==> config.mk <==
export PLATFORM = sky130hd
export DESIGN_NAME = wdt_top
export DESIGN_NICKNAME = d
export VERILOG_FILES = /design/src/hw/wdt_pkg.sv /design/src/hw/wdt_top.sv
export VERILOG_INCLUDE_DIRS = /design/src /design/src/hw
export SDC_FILE = /design/constraint.sdc
export NUM_CORES = 1
export LEC_CHECK = 0
export ABC_AREA = 0
export BUFFER_PORTS_ARGS = -buffer_cell sky130_fd_sc_hd__buf_4
export CAP_MARGIN = 10
export CORE_UTILIZATION = 61
export CTS_CLUSTER_SIZE = 16
export DETAILED_ROUTE_END_ITERATION = 12
export PLACE_DENSITY = 0.85
export SYNTH_ARGS = -nofsm -noshare
export SYNTH_HDL_FRONTEND = slang
export SYNTH_SLANG_ARGS = --single-unit
==> constraint.sdc <==
create_clock -name clk_sys_i -period 6.6 [get_ports clk_sys_i]
set_input_delay 0.99 -clock clk_sys_i [delete_from_list [all_inputs] [get_ports clk_sys_i]]
set_output_delay 0.99 -clock clk_sys_i [all_outputs]
set_load 0.1 [all_outputs]
==> src/hw/wdt_params.svh <==
// Operation
// - Sixteen-bit counter advanced by 32.768 kHz ticks
// - Timeout is two-power-scale times 512 ticks, with scale above 7 treated as 7
// - Scale field sits in control bits 7:4
// - No timeout action while enable is clear
// - Unrefreshed elapsed period raises reset or interrupt
// - Writing enable one also clears the counter
// - Enable cleared by write, watchdog reset, supply
// - Control write needs unlock set just before
// - Response bit 3 selects interrupt over reset
// - Interrupt is fixed high priority, unmaskable
// - Status bit 2 set on timeout, cleared
// - Status flag survives watchdog-caused reset
// - Control at C0H, bit addressable, resets 10H
`ifndef WDT_PARAMS_SVH
`define WDT_PARAMS_SVH

// ----------------------------------------------------------------
// Register map and fields
// ----------------------------------------------------------------
`define WDT_CTRL_ADDR 8'hC0
`define WDT_CTRL_RESET 8'h10
`define WDT_SCALE_MSB 7
`define WDT_SCALE_LSB 4
`define WDT_IRQ_SEL_BIT 3
`define WDT_FLAG_BIT 2
`define WDT_ENABLE_BIT 1
`define WDT_UNLOCK_BIT 0

// ----------------------------------------------------------------
// Timing
// ----------------------------------------------------------------
`define WDT_BASE_SHIFT 9
`define WDT_SCALE_MAX 4'h7

`endif

==> src/hw/wdt_pkg.sv <==
package wdt_pkg;
  typedef struct packed {
    logic wr;
    logic [7:0] addr;
    logic [7:0] wdata;
    logic bit_wr;
    logic [2:0] bit_sel;
    logic bit_val;
  } wdt_sfr_req_t;

  typedef enum logic [1:0] {
    WDT_IDLE = 2'b00,
    WDT_RUN = 2'b01,
    WDT_FIRE = 2'b10
  } wdt_state_t;
endpackage

==> src/hw/wdt_top.sv <==
`timescale 1ns/1ps
`include "wdt_params.svh"

module wdt_top #(
  parameter int CNT_W = 16
) (
  input wire logic clk_sys_i,
  input wire logic reset_i,
  input wire logic wdog_reset_seen_i,
  input wire logic tick_32k_i,
  input wire logic supply_monitor_interrupt_i,
  input wire wdt_pkg::wdt_sfr_req_t sfr_req_i,
  output logic [7:0] watchdog_control_o,
  output logic wdt_reset_req_o,
  output logic wdt_irq_o
);
  import wdt_pkg::*;

  // ----------------------------------------------------------------
  // Control register
  // ----------------------------------------------------------------
  logic [3:0] timeout_scale_select;
  logic interrupt_response_select;
  logic timeout_flag;
  logic watchdog_enable;
  logic write_unlock_bit;
  logic [CNT_W-1:0] count;
  logic timeout_hit;
  logic ctrl_hit;
  logic ctrl_ok;
  logic [7:0] cur_ctrl;
  logic [7:0] next_ctrl;

  logic [CNT_W-1:0] period_last;
  wdt_state_t phase;
  wdt_state_t next_phase;

  // ----------------------------------------------------------------
  // Helpers
  // ----------------------------------------------------------------
  // Last count of a period. The span is one bit wider than the counter,
  // because the longest period wraps all sixteen bits.
  function automatic logic [CNT_W-1:0] last_of(input logic [3:0] scale);
    logic [3:0] s;
    logic [CNT_W:0] span;
    s = (scale > `WDT_SCALE_MAX) ? `WDT_SCALE_MAX : scale;
    span = (CNT_W+1)'(1) << (5'(s) + 5'(`WDT_BASE_SHIFT));
    last_of = CNT_W'(span - (CNT_W+1)'(1));
  endfunction

  // ----------------------------------------------------------------
  // Write qualification
  // ----------------------------------------------------------------
  assign cur_ctrl = {timeout_scale_select, interrupt_response_select, timeout_flag,
                     watchdog_enable, write_unlock_bit};
  assign ctrl_hit = sfr_req_i.wr && (sfr_req_i.addr == `WDT_CTRL_ADDR);
  // Unlock must come from the instruction just before; setting the unlock
  // bit alone is allowed while it is clear so the first step can happen.
  assign ctrl_ok = ctrl_hit && write_unlock_bit;

  always_comb begin
    next_ctrl = cur_ctrl;
    if (sfr_req_i.bit_wr) begin
      next_ctrl[sfr_req_i.bit_sel] = sfr_req_i.bit_val;
    end else begin
      next_ctrl = sfr_req_i.wdata;
    end
  end

  assign period_last = last_of(timeout_scale_select);
  // Only a tick can complete a period, so the count never skips the end
  assign timeout_hit = watchdog_enable && tick_32k_i && (count == period_last);

  // ----------------------------------------------------------------
  // Unlock
  // ----------------------------------------------------------------
  always_ff @(posedge clk_sys_i) begin
    if (reset_i) begin
      write_unlock_bit <= 1'b0;
    end else if (ctrl_hit && next_ctrl[`WDT_UNLOCK_BIT] && !ctrl_ok) begin
      write_unlock_bit <= 1'b1;
    end else if (sfr_req_i.wr) begin
      write_unlock_bit <= 1'b0;
    end
  end

  // ----------------------------------------------------------------
  // Scale and response fields
  // ----------------------------------------------------------------
  always_ff @(posedge clk_sys_i) begin
    if (reset_i) begin
      timeout_scale_select <= 4'(`WDT_CTRL_RESET >> `WDT_SCALE_LSB);
    end else if (ctrl_ok) begin
      timeout_scale_select <= next_ctrl[`WDT_SCALE_MSB:`WDT_SCALE_LSB];
    end
  end

  always_ff @(posedge clk_sys_i) begin
    if (reset_i) begin
      interrupt_response_select <= 1'b0;
    end else if (ctrl_ok) begin
      interrupt_response_select <= next_ctrl[`WDT_IRQ_SEL_BIT];
    end
  end

  // ----------------------------------------------------------------
  // Enable
  // ----------------------------------------------------------------
  // Enable drops on hardware reset, supply alarm, or own reset-mode timeout
  always_ff @(posedge clk_sys_i) begin
    if (reset_i || supply_monitor_interrupt_i) begin
      watchdog_enable <= 1'b0;
    end else if (timeout_hit && !interrupt_response_select) begin
      watchdog_enable <= 1'b0;
    end else if (ctrl_ok) begin
      watchdog_enable <= next_ctrl[`WDT_ENABLE_BIT];
    end
  end

  // ----------------------------------------------------------------
  // Status flag
  // ----------------------------------------------------------------
  // Flag survives a reset that this block caused; timeout beats a clear
  always_ff @(posedge clk_sys_i) begin
    if (reset_i && !wdog_reset_seen_i) begin
      timeout_flag <= 1'b0;
    end else if (reset_i) begin
      timeout_flag <= timeout_flag;
    end else if (timeout_hit) begin
      timeout_flag <= 1'b1;
    end else if (ctrl_ok && !next_ctrl[`WDT_FLAG_BIT]) begin
      timeout_flag <= 1'b0;
    end
  end

  // ----------------------------------------------------------------
  // Counter on the slow timebase
  // ----------------------------------------------------------------
  always_ff @(posedge clk_sys_i) begin
    if (reset_i || !watchdog_enable) begin
      count <= '0;
    end else if (ctrl_ok && next_ctrl[`WDT_ENABLE_BIT]) begin
      count <= '0;
    end else if (timeout_hit) begin
      count <= '0;
    end else if (tick_32k_i) begin
      count <= count + CNT_W'(1);
    end
  end

  // ----------------------------------------------------------------
  // Sequencer
  // ----------------------------------------------------------------
  // Fire lasts one cycle, so each timeout yields exactly one pulse
  always_comb begin
    next_phase = phase;
    case (phase)
      WDT_IDLE: begin
        if (watchdog_enable) begin
          next_phase = WDT_RUN;
        end
      end
      WDT_RUN: begin
        if (timeout_hit) begin
          next_phase = WDT_FIRE;
        end else if (!watchdog_enable) begin
          next_phase = WDT_IDLE;
        end
      end
      WDT_FIRE: begin
        if (watchdog_enable) begin
          next_phase = WDT_RUN;
        end else begin
          next_phase = WDT_IDLE;
        end
      end
      default: begin
        next_phase = WDT_IDLE;
      end
    endcase
  end

  always_ff @(posedge clk_sys_i) begin
    if (reset_i) begin
      phase <= WDT_IDLE;
    end else begin
      phase <= next_phase;
    end
  end

  // ----------------------------------------------------------------
  // Responses
  // ----------------------------------------------------------------
  // The interrupt bypasses any global gate: it is routed to a fixed
  // high-priority input of the interrupt controller.
  always_ff @(posedge clk_sys_i) begin
    if (reset_i) begin
      wdt_reset_req_o <= 1'b0;
    end else begin
      wdt_reset_req_o <= (next_phase == WDT_FIRE) && !interrupt_response_select;
    end
  end

  always_ff @(posedge clk_sys_i) begin
    if (reset_i) begin
      wdt_irq_o <= 1'b0;
    end else begin
      wdt_irq_o <= (next_phase == WDT_FIRE) && interrupt_response_select;
    end
  end

  // ----------------------------------------------------------------
  // Read-back
  // ----------------------------------------------------------------
  always_ff @(posedge clk_sys_i) begin
    if (reset_i) begin
      watchdog_control_o <= `WDT_CTRL_RESET;
    end else begin
      watchdog_control_o <= cur_ctrl;
    end
  end
endmodule

# Word level (Yosys, flattened, before mapping)
# Cells that the tools add are included.
totals:
  ff_bits: 36
  latchBits: 0
  mem_bits_rw: 0
  rom_bits: 0
  in_bits: 27
  out_inout_bits: 10
  elab_cells: 63
  mem_count: 0
op_classes:
  add_sub_neg: 3
  multipliers: 0
  div_mod_pow: 0
  magnitude_cmp: 3
  n_eq_ne: 5
  shift: 1
  mux: 14
  n_bitwise: 1
  reduce_logical: 26
op_table:
  columns: ["op", "count"]
  rows:
  - ["$add 16x1->16 const B", 1]
  - ["$eq 16x16->1", 1]
  - ["$shl 1x5->16 const A", 1]
  - ["$sub 16x1->16 const B", 1]
  - ["$logic_and 1x1->1", 13]
  - ["$bwmux 8", 1]
  - ["$eq 8x8->1 const B", 1]
  - ["$mux 8", 1]
  - ["$mux 1", 6]
  - ["$mux 2", 3]
  - ["$pmux 2 s3", 1]
  - ["$add 4x4->5 const B", 1]
  - ["$logic_not 1->1", 5]
  - ["$eq 2x2->1 const B", 2]
  - ["$gt 4x3->1 const B", 1]
  - ["$lt 3x4->1 const B", 1]
  - ["$mux 4", 1]
  - ["$reduce_bool 2->1", 2]
  - ["$demux 1 s3", 1]
  - ["$ge 3x1->1 const B", 1]
  - ["$reduce_or 3->1", 1]
  - ["$eq 2x1->1 const B", 1]
  - ["$logic_not 2->1", 1]
  - ["$logic_or 1x1->1", 2]
  - ["3 further kinds", 3]

# Logic depth before layout (Yosys ltp)
# Gate-level depths: netlist of the first run.
depth:
  word_depth: 11
  mapped_depth: 15

# Least setup slack after synthesis of the first run
# OpenSTA, ideal clock, no wires.
synth_timing:
  path_kind: "reg-to-reg"
  from: "register timeout_scale_select[3]"
  to: "register count[10]"
  setup_ps: 137
  arrival_time_ps: 3004
  required_time_ps: 6463
  slack_ps: 3459
  path_stages_with_launch: 16
  path_buffers: 3
  period_less_slack_ps: 3141
  cell_sequence: "dfxtp_1 -> clkbuf_1 -> nor2_1 -> inv_1 -> ha_1 -> nor2_1 -> nand2_1 -> ha_1 -> clkbuf_1 -> nor3_1 -> a21oi_1 -> nor4_1 -> nand4_1 -> a2111oi_4 -> buf_6 -> nor3_2"
synth_via:
  elab_chain_len: 8
synth_lines:
  columns: ["item", "line", "source"]
  rows:
  - ["from (decl)", "wdt_top.sv:22", "logic [3:0] timeout_scale_select;"]
  - ["from (signal assigned)", "wdt_top.sv:92", "timeout_scale_select <= 4'(`WDT_CTRL_RESET >> `WDT_SCALE_LSB);"]
  - ["from (signal assigned)", "wdt_top.sv:94", "timeout_scale_select <= next_ctrl[`WDT_SCALE_MSB:`WDT_SCALE_LSB];"]
  - ["$gt 4x3->1 (no source line)", null, null]
  - ["$mux 4 (*)", "wdt_top.sv:46", "s = (scale > `WDT_SCALE_MAX) ? `WDT_SCALE_MAX : scale;"]
  - ["$add 4x4->5 (*)", "wdt_top.sv:47", "span = (CNT_W+1)'(1) << (5'(s) + 5'(`WDT_BASE_SHIFT));"]
  - ["$shl 1x5->16 (*)", "wdt_top.sv:47", null]
  - ["$sub 16x1->16 (*)", "wdt_top.sv:48", "last_of = CNT_W'(span - (CNT_W+1)'(1));"]
  - ["$eq 16x16->1 (*)", "wdt_top.sv:72", "assign timeout_hit = watchdog_enable && tick_32k_i && (count == period_last);"]
  - ["$logic_and 1x1->1 (*)", "wdt_top.sv:72", null]
  - ["$reduce_or 3->1 (no source line) (*)", null, null]
  - ["to (signal assigned)", "wdt_top.sv:147", "count <= count + CNT_W'(1);"]
  - ["to (decl)", "wdt_top.sv:27", "logic [CNT_W-1:0] count;"]
# Every way passes the cells marked *; elsewhere a longest branch is shown, timed or not.
# A chain may end at the register's enable or synchronous reset.

# Worst setup path in the final report of the first run
layout_timing:
  from: "register timeout_scale_select[3]"
  to: "register count[6]"
# Same word-level chain as after synthesis.

==> results of run 1 <==
-- worst min path at each step --
stage	end	slack (ns)	cells past startpoint
CTS	watchdog_control_o[2]	0.45	2
global route	watchdog_control_o[0]	0.50	1
finish	watchdog_control_o[2]	0.44	2
detailed placement	watchdog_control_o[2]	0.43	2
floorplan	watchdog_control_o[2]	0.42	2
global placement	watchdog_control_o[2]	0.43	2
-- placed cells by master (no fill, tap or decap), drive strengths merged, types with 2 or more instances in the layout --
cell and count:
nand4b 2, o21ai 17, o211ai 3, nand4 8, nor4b 2, a21o 2
o22ai 2, ha 3, and2 2, and4 2, nor4 5, a211oi 7
o211a 2, mux2i 2, a21oi 11, nand2 19, buf 37, xnor2 6
dfxtp 36, nor3 21, a31oi 3, clkbuf 5, o2111ai 4, or3 2
nand2b 8, inv 9, nor2b 10, a2111oi 2, nor2 17, xor2 14
nand3 13
-- metal layers --
layer  GRT usage  vias to the layer above  share of wire
li1            -                     1042              -
met1       0.407                      957           0.47
met2       0.466                       60           0.45
met3      0.0712                       20          0.049
met4       0.105                        0          0.024
met5           0                        -              0
-- where the power goes --
part / switching (mW) / leakage (nW) / internal (mW)
logic: 0.0140 / 0.602 / 0.0149
clock network: 0.0807 / 0.0541 / 0.112
registers: 0.00000222 / 0.290 / 0.217
total: 0.0947 / 0.946 / 0.344
-- logic make-up after synthesis --
logic type               synth area share
adder cells (fa/ha/maj)            0.0166
AND/OR/NAND/NOR                     0.304
XOR/XNOR                           0.0877
AO/OA/AOI/OAI                       0.202
multiplexers                       0.0139
other                             0.00166
flip-flops                          0.320
buffers and inverters              0.0544
-- worst min-delay path: cells and delay by family (launching register included) --
family | cells | cell delay [ns]
AND/OR/NAND/NOR | 1 | 0.04
buffers and inverters | 1 | 0.06
flip-flops | 1 | 0.30
-- layout make-up --
class | count | area share
multi-input combinational | 210 | 0.539
sequential | 36 | 0.275
timing repair buffer | 37 | 0.108
clock buffer | 5 | 0.0263
tap | 46 | 0.0220
clock inverter | 3 | 0.0163
inverter | 9 | 0.0129
-- registers in the layout, summed over array words and instances, names as in the netlist --
signal	count
wdt_reset_req_o	1
timeout_scale_select	4
phase	2
watchdog_enable	1
count	16
wdt_irq_o	1
interrupt_response_select	1
write_unlock_bit	1
watchdog_control_o	8
timeout_flag	1
-- stage by stage --
stage	area [sq um]	power [mW]	utilization	hold WS [ns]
floorplan	2250	0.235	-	0.416
global placement	2490	0.250	0.724	0.428
detailed placement	2490	0.250	0.724	0.434
CTS	2610	0.440	0.757	0.446
global route	2620	0.454	0.760	0.498
finish	2620	0.438	0.760	0.442
-- synthesized netlist by cell type, drive strengths merged, types with 4 or more instances --
cell | number | area (sq um)
a211oi | 7 | 57.6
a21oi | 11 | 58.8
buf | 4 | 32.5
clkbuf | 15 | 56.3
dfxtp | 36 | 721
inv | 9 | 33.8
nand2 | 19 | 71.3
nand2b | 8 | 50.1
nand3 | 13 | 65.1
nand4 | 8 | 50.1
nor2 | 17 | 63.8
nor2b | 10 | 62.6
nor3 | 21 | 155
nor4 | 5 | 31.3
o2111ai | 4 | 35.0
o21ai | 17 | 85.1
xnor2 | 6 | 52.6
xor2 | 14 | 123
==> flow_summary.yaml, run 1 <==
synth:
  synth_cells: 274
  ys_ff_latch: 36
  synth_cell_type_count: 58
  synth_edf_count: 0
  syn_nets: 304
  avgSynthCellArea_sq_um: 8.23
  syn_area_sq_um: 2250
  ys.flop_type: "dfxtp_1"
  synth-async-reset-ratio: 0
  yosysSeqAreaShare: 0.320
  yosys_warnings: 0
flow_run:
  maxCapViolCount: 0
setup_path:
  r2r_slack_ns: 2.99
  crit_chain: "nor2_1 -> inv_1 -> ha_1 -> nor2_1 -> nand2_1 -> ha_1 -> nor3_1 -> a21oi_1 -> nor4_1 -> nand4_1 -> a2111oi_4 -> buf_6 -> nor3_1"
  required_ns: 6.74
  cp_slowest_cell: "ha_1"
  worstReg2RegEnd: "count[6]"
  crit_fanout: 15
  crit_type: "reg2reg"
  r2r-start: "timeout_scale_select[3]"
  cp.depth: 13
  startpoint: "timeout_scale_select[3]"
  critical_path_buf_inv_count: 2
  start_kind: "register"
  r2r_cells: 13
  cp_top_family: "simple AND/OR/NAND/NOR gates"
  critPathCaptureType: "register"
  arrival_ns: 3.76
  cp-endpoint: "count[6]"
  slowest_delay_ns: 0.45
place:
  dpl.hpwl_um: 3830
  numPortBuffers: 36
  place.gp.congestion: 0.901
  dp.cells: 337
  dpl_worst_slack_ns: 2.61
sta:
  finalHoldViolCount: 0
  rsz0062_at_grt: "no"
  period_share: 0.547
  setup_slack_ns: 2.99
  period_needed_ns: 3.61
  slew_headroom: 0.527
  tightest_slew_ns: 0.708
  fmax_ghz: 0.277
  finClkSkew_ns: 0.00582
  tns_ns: 0
  slew_violations: 0
  setup_violations: 0
floorplan:
  die_w_um: 62.8
  ios: 37
  start_util: 0.655
  dieArea_sq_um: 3940
  core_area_sq_um: 3440
  placementRows: 21
  die_h_um: 62.8
hold_path:
  worstHoldStart: "timeout_flag"
  hold_path.class: "reg2reg"
detailed_routing:
  drtAntennaViolNets: 0
  first_pass_iters: 4
  wl_per_cell_um: 15.7
  avgViaCountPerCell: 6.01
  finalWirelength_um: 5440
  drt_iter0_drc: 146
  vias: 2079
  drc: 0
grt:
  grt_start_max_net_pins: 22
  track_usage: 0.301
  overflow: 0
  grt_pass1_vias: 1934
  grt_pass1_wl_um: 9250
  antenna_found_initial: 0
layout:
  regArea_sq_um: 721
  layoutNonFillerInstCount: 346
  antennaDiodeCount: 0
  drive_above_1_share: 0.207
  final_nets: 329
  nFillCells: 284
  layout-area-overhead-vs-synth_pct: 16.0
  multi_input_area_sq_um: 1410
clock_network:
  cts_resized: 0
  htree_levels: 2
  cts.hold.buffers_added: 0
  numCtsBuffers: 5
  cts_buffer_depth: 2
  clock_latency_ns: 0.29
  root_buffer: "clkbuf_8"
  cts_tree: "yes"
  cts_num_sinks: 36
  clk_pin_slew_ns: 0.07
  cts_setup_buffers: 0
power:
  ir_worst_vdd_uv: 150
  p_leak_nw: 0.946
  power_density_nw_per_um2: 168
run_status:
  status: "complete, no violations"
Power figures use the tool's default switching activity.
==> inputs of run 2 (changes only) <==
ABC_AREA = 1   (was 0)
CORE_UTILIZATION = 56   (was 61)
PLACE_DENSITY = 0.79   (was 0.85)
clock period = 3.44 ns   (was 6.6 ns; I/O delays follow)
==> flow_summary.yaml, run 2 <==
run_status:
  status: "complete, no violations"
place:
  place_area_sq_um: 2540
  place.gp.congestion: 0.962
  dp.cells: 431
  numPortBuffers: 36
  dpl_worst_slack_ns: 0.232
  dpl.hpwl_um: 4160
sta:
  setup_violations: 0
  finClkSkew_ns: 0.00691
  slew_headroom: 0.642
  hold_ws_ns: 0.422
  slew_violations: 0
  period_share: 0.942
  fmax_ghz: 0.308
  setup_slack_ns: 0.198
  finalHoldViolCount: 0
  period_needed_ns: 3.24
  tns_ns: 0
  tightest_slew_ns: 0.531
floorplan:
  dieArea_sq_um: 4250
  core_area_sq_um: 3740
  start_util: 0.597
  placementRows: 22
  die_h_um: 65.2
  die_w_um: 65.2
  ios: 37
setup_path:
  required_ns: 3.66
  r2r-start: "timeout_scale_select[3]"
  slowest_delay_ns: 0.41
  r2r_cells: 16
  cpMostUsedCell: "nor2_1"
  crit_fanout: 9
  arrival_ns: 3.47
  start_kind: "register"
  crit_type: "reg2reg"
  cp_slowest_cell: "ha_1"
  worstReg2RegEnd: "wdt_irq_o"
  crit_chain: "nor2_2 -> inv_2 -> ha_1 -> nor2_4 -> nand2_1 -> ha_1 -> nor2_1 -> nor3_1 -> o21ai_0 -> nor2_1 -> nand4_1 -> nor2_1 -> nand2_1 -> nor2_2 -> nand3_1 -> nor2_1"
  r2r_slack_ns: 0.20
  critPathCaptureType: "register"
layout:
  antennaDiodeCount: 0
  layoutNonFillerInstCount: 439
  final_nets: 421
  final_cell_mix: "nand2_1, nor2_1, inv_1"
  top_register: "count"
  final_common_cell: "nand2_1"
  largest_reg_flops: 16
  reg.largest.list: "count x16, watchdog_control_o x8, timeout_scale_select x4"
  design_area_sq_um: 2650
  drive_above_1_share: 0.138
  finish.utilization: 0.709
  layout-area-overhead-vs-synth_pct: 18.7
detailed_routing:
  drc: 0
  wl_per_cell_um: 12.1
  drt-met1-wl_um: 2280
  vias: 2318
  wl_met3_um: 244
  route.met2.wl_um: 2630
  avgViaCountPerCell: 5.28
  drt_iter0_drc: 149
  routed.top_layer: "met4"
  finalWirelength_um: 5330
  drtAntennaViolNets: 0
  first_pass_iters: 4
hold_path:
  worstHoldStart: "interrupt_response_select"
  hold_end: "wdt_reset_req_o"
  min_path_cells: 1
  hold_path.class: "reg2reg"
grt:
  overflow: 0
  grt_pass1_vias: 2244
  grt_start_max_net_pins: 17
  grt_pass1_wl_um: 9180
  antenna_found_initial: 0
  track_usage: 0.277
clock_network:
  cts.hold.buffers_added: 0
  root_buffer: "clkbuf_8"
  cts_tree: "yes"
  clock_latency_ns: 0.29
  cts_num_sinks: 36
  cts_buffer_depth: 2
  htree_levels: 2
  numCtsBuffers: 5
  clk_pin_slew_ns: 0.07
power:
  power_density_nw_per_um2: 285
  p_total_uw: 757
  ir_worst_vdd_uv: 204
  p_leak_nw: 1.19
flow_run:
  maxCapViolCount: 0
synth:
  syn_nets: 382
  yosys_warnings: 0
  ys_ff_latch: 36
  synth.most_common_cell: "nand2_1"
  avgSynthCellArea_sq_um: 6.35
  synth_cell_type_count: 27
  synthTopCellsByCount: "nand2_1, nor2_1, inv_1, dfxtp_1, nand3_1"
  synth_edf_count: 0
  synth_top_cell_by_area: "dfxtp_1"
  netlist.area_leader.share: 0.322
  synth_cells: 352
  syn_area_sq_um: 2240
  yosysSeqAreaShare: 0.322
  synth-async-reset-ratio: 0
  ys.flop_type: "dfxtp_1"
  synth_area_leaders: "dfxtp_1, nand2_1, nor2_1"
run 2: cell count changes in the layout (fill, tap and decap cells not counted), moves of 4 or more:
cell and delta:
nand2_1 +56, inv_1 +46, nor2_1 +41, nand3_1 +17
nor2b_1 -10, nor3_2 -10, nand2b_1 -8, xor2_1 -5
nand4_1 +4, nor2_2 +4, nor4_1 -4, o2111ai_1 -4
run 2: timing repair:
action                     CTS  global route
setup endpoints to repair    0            21
resized for setup            0             4
setup buffers                0             1
run 2: kinds of logic after synthesis:
| family | after synthesis | share of synthesized area |
|---|---|---|
| and+or+nand+nor | 198 | 0.385 |
| other | 1 | 0.00168 |
| muxes | 1 | 0.00448 |
| adders and majority gates | 3 | 0.0168 |
| AOI/OAI and AO/OA | 35 | 0.0996 |
| buffers and inverters | 62 | 0.107 |
| DFF | 36 | 0.322 |
| xor gates and xnor gates | 16 | 0.0627 |
run 2: worst max-delay path: cells and delay by family (launching register included):
kind                       cells  cell delay, ns
buffers and inverters          1            0.11
adders and majority gates      2            0.75
DFF                            1            0.38
AOI/OAI and AO/OA              1            0.15
and+or+nand+nor               12            1.81
run 2: worst max-delay path by stage:
stage                                        from        end  slack [ns]  depth (start not counted)
after detailed placement  timeout_scale_select[3]   count[8]        0.23                         15
after CTS                 timeout_scale_select[3]   count[8]        0.23                         15
final                     timeout_scale_select[3]  wdt_irq_o        0.20                         16
after global placement    timeout_scale_select[3]  wdt_irq_o        0.33                         16
after global routing      timeout_scale_select[3]  wdt_irq_o       -0.09                         16
after floorplan           timeout_scale_select[3]  count[14]        0.59                         16
run 2: report_power, final:
group | switching [mW] | leakage (nW) | internal, mW | total [mW]
clock network | 0.147 | 0.0400 | 0.137 | 0.284
logic | 0.0286 | 0.861 | 0.0280 | 0.0566
registers | 0.0000102 | 0.290 | 0.417 | 0.417
total | 0.176 | 1.19 | 0.581 | 0.757
run 2: metal layers:
metal	up-vias	track usage
li1	1204	-
met1	1029	0.314
met2	65	0.504
met3	20	0.0434
met4	0	0.125
met5	-	0
run 2: final cells by class:
class                      instances  area [sq um]
clock inverter                     2          12.5
fill                             334          1090
tap                               48          60.1
timing repair buffer              37           290
clock buffer                       5          68.8
inverter                          57           214
sequential                        36           721
multi-input combinational        254          1290
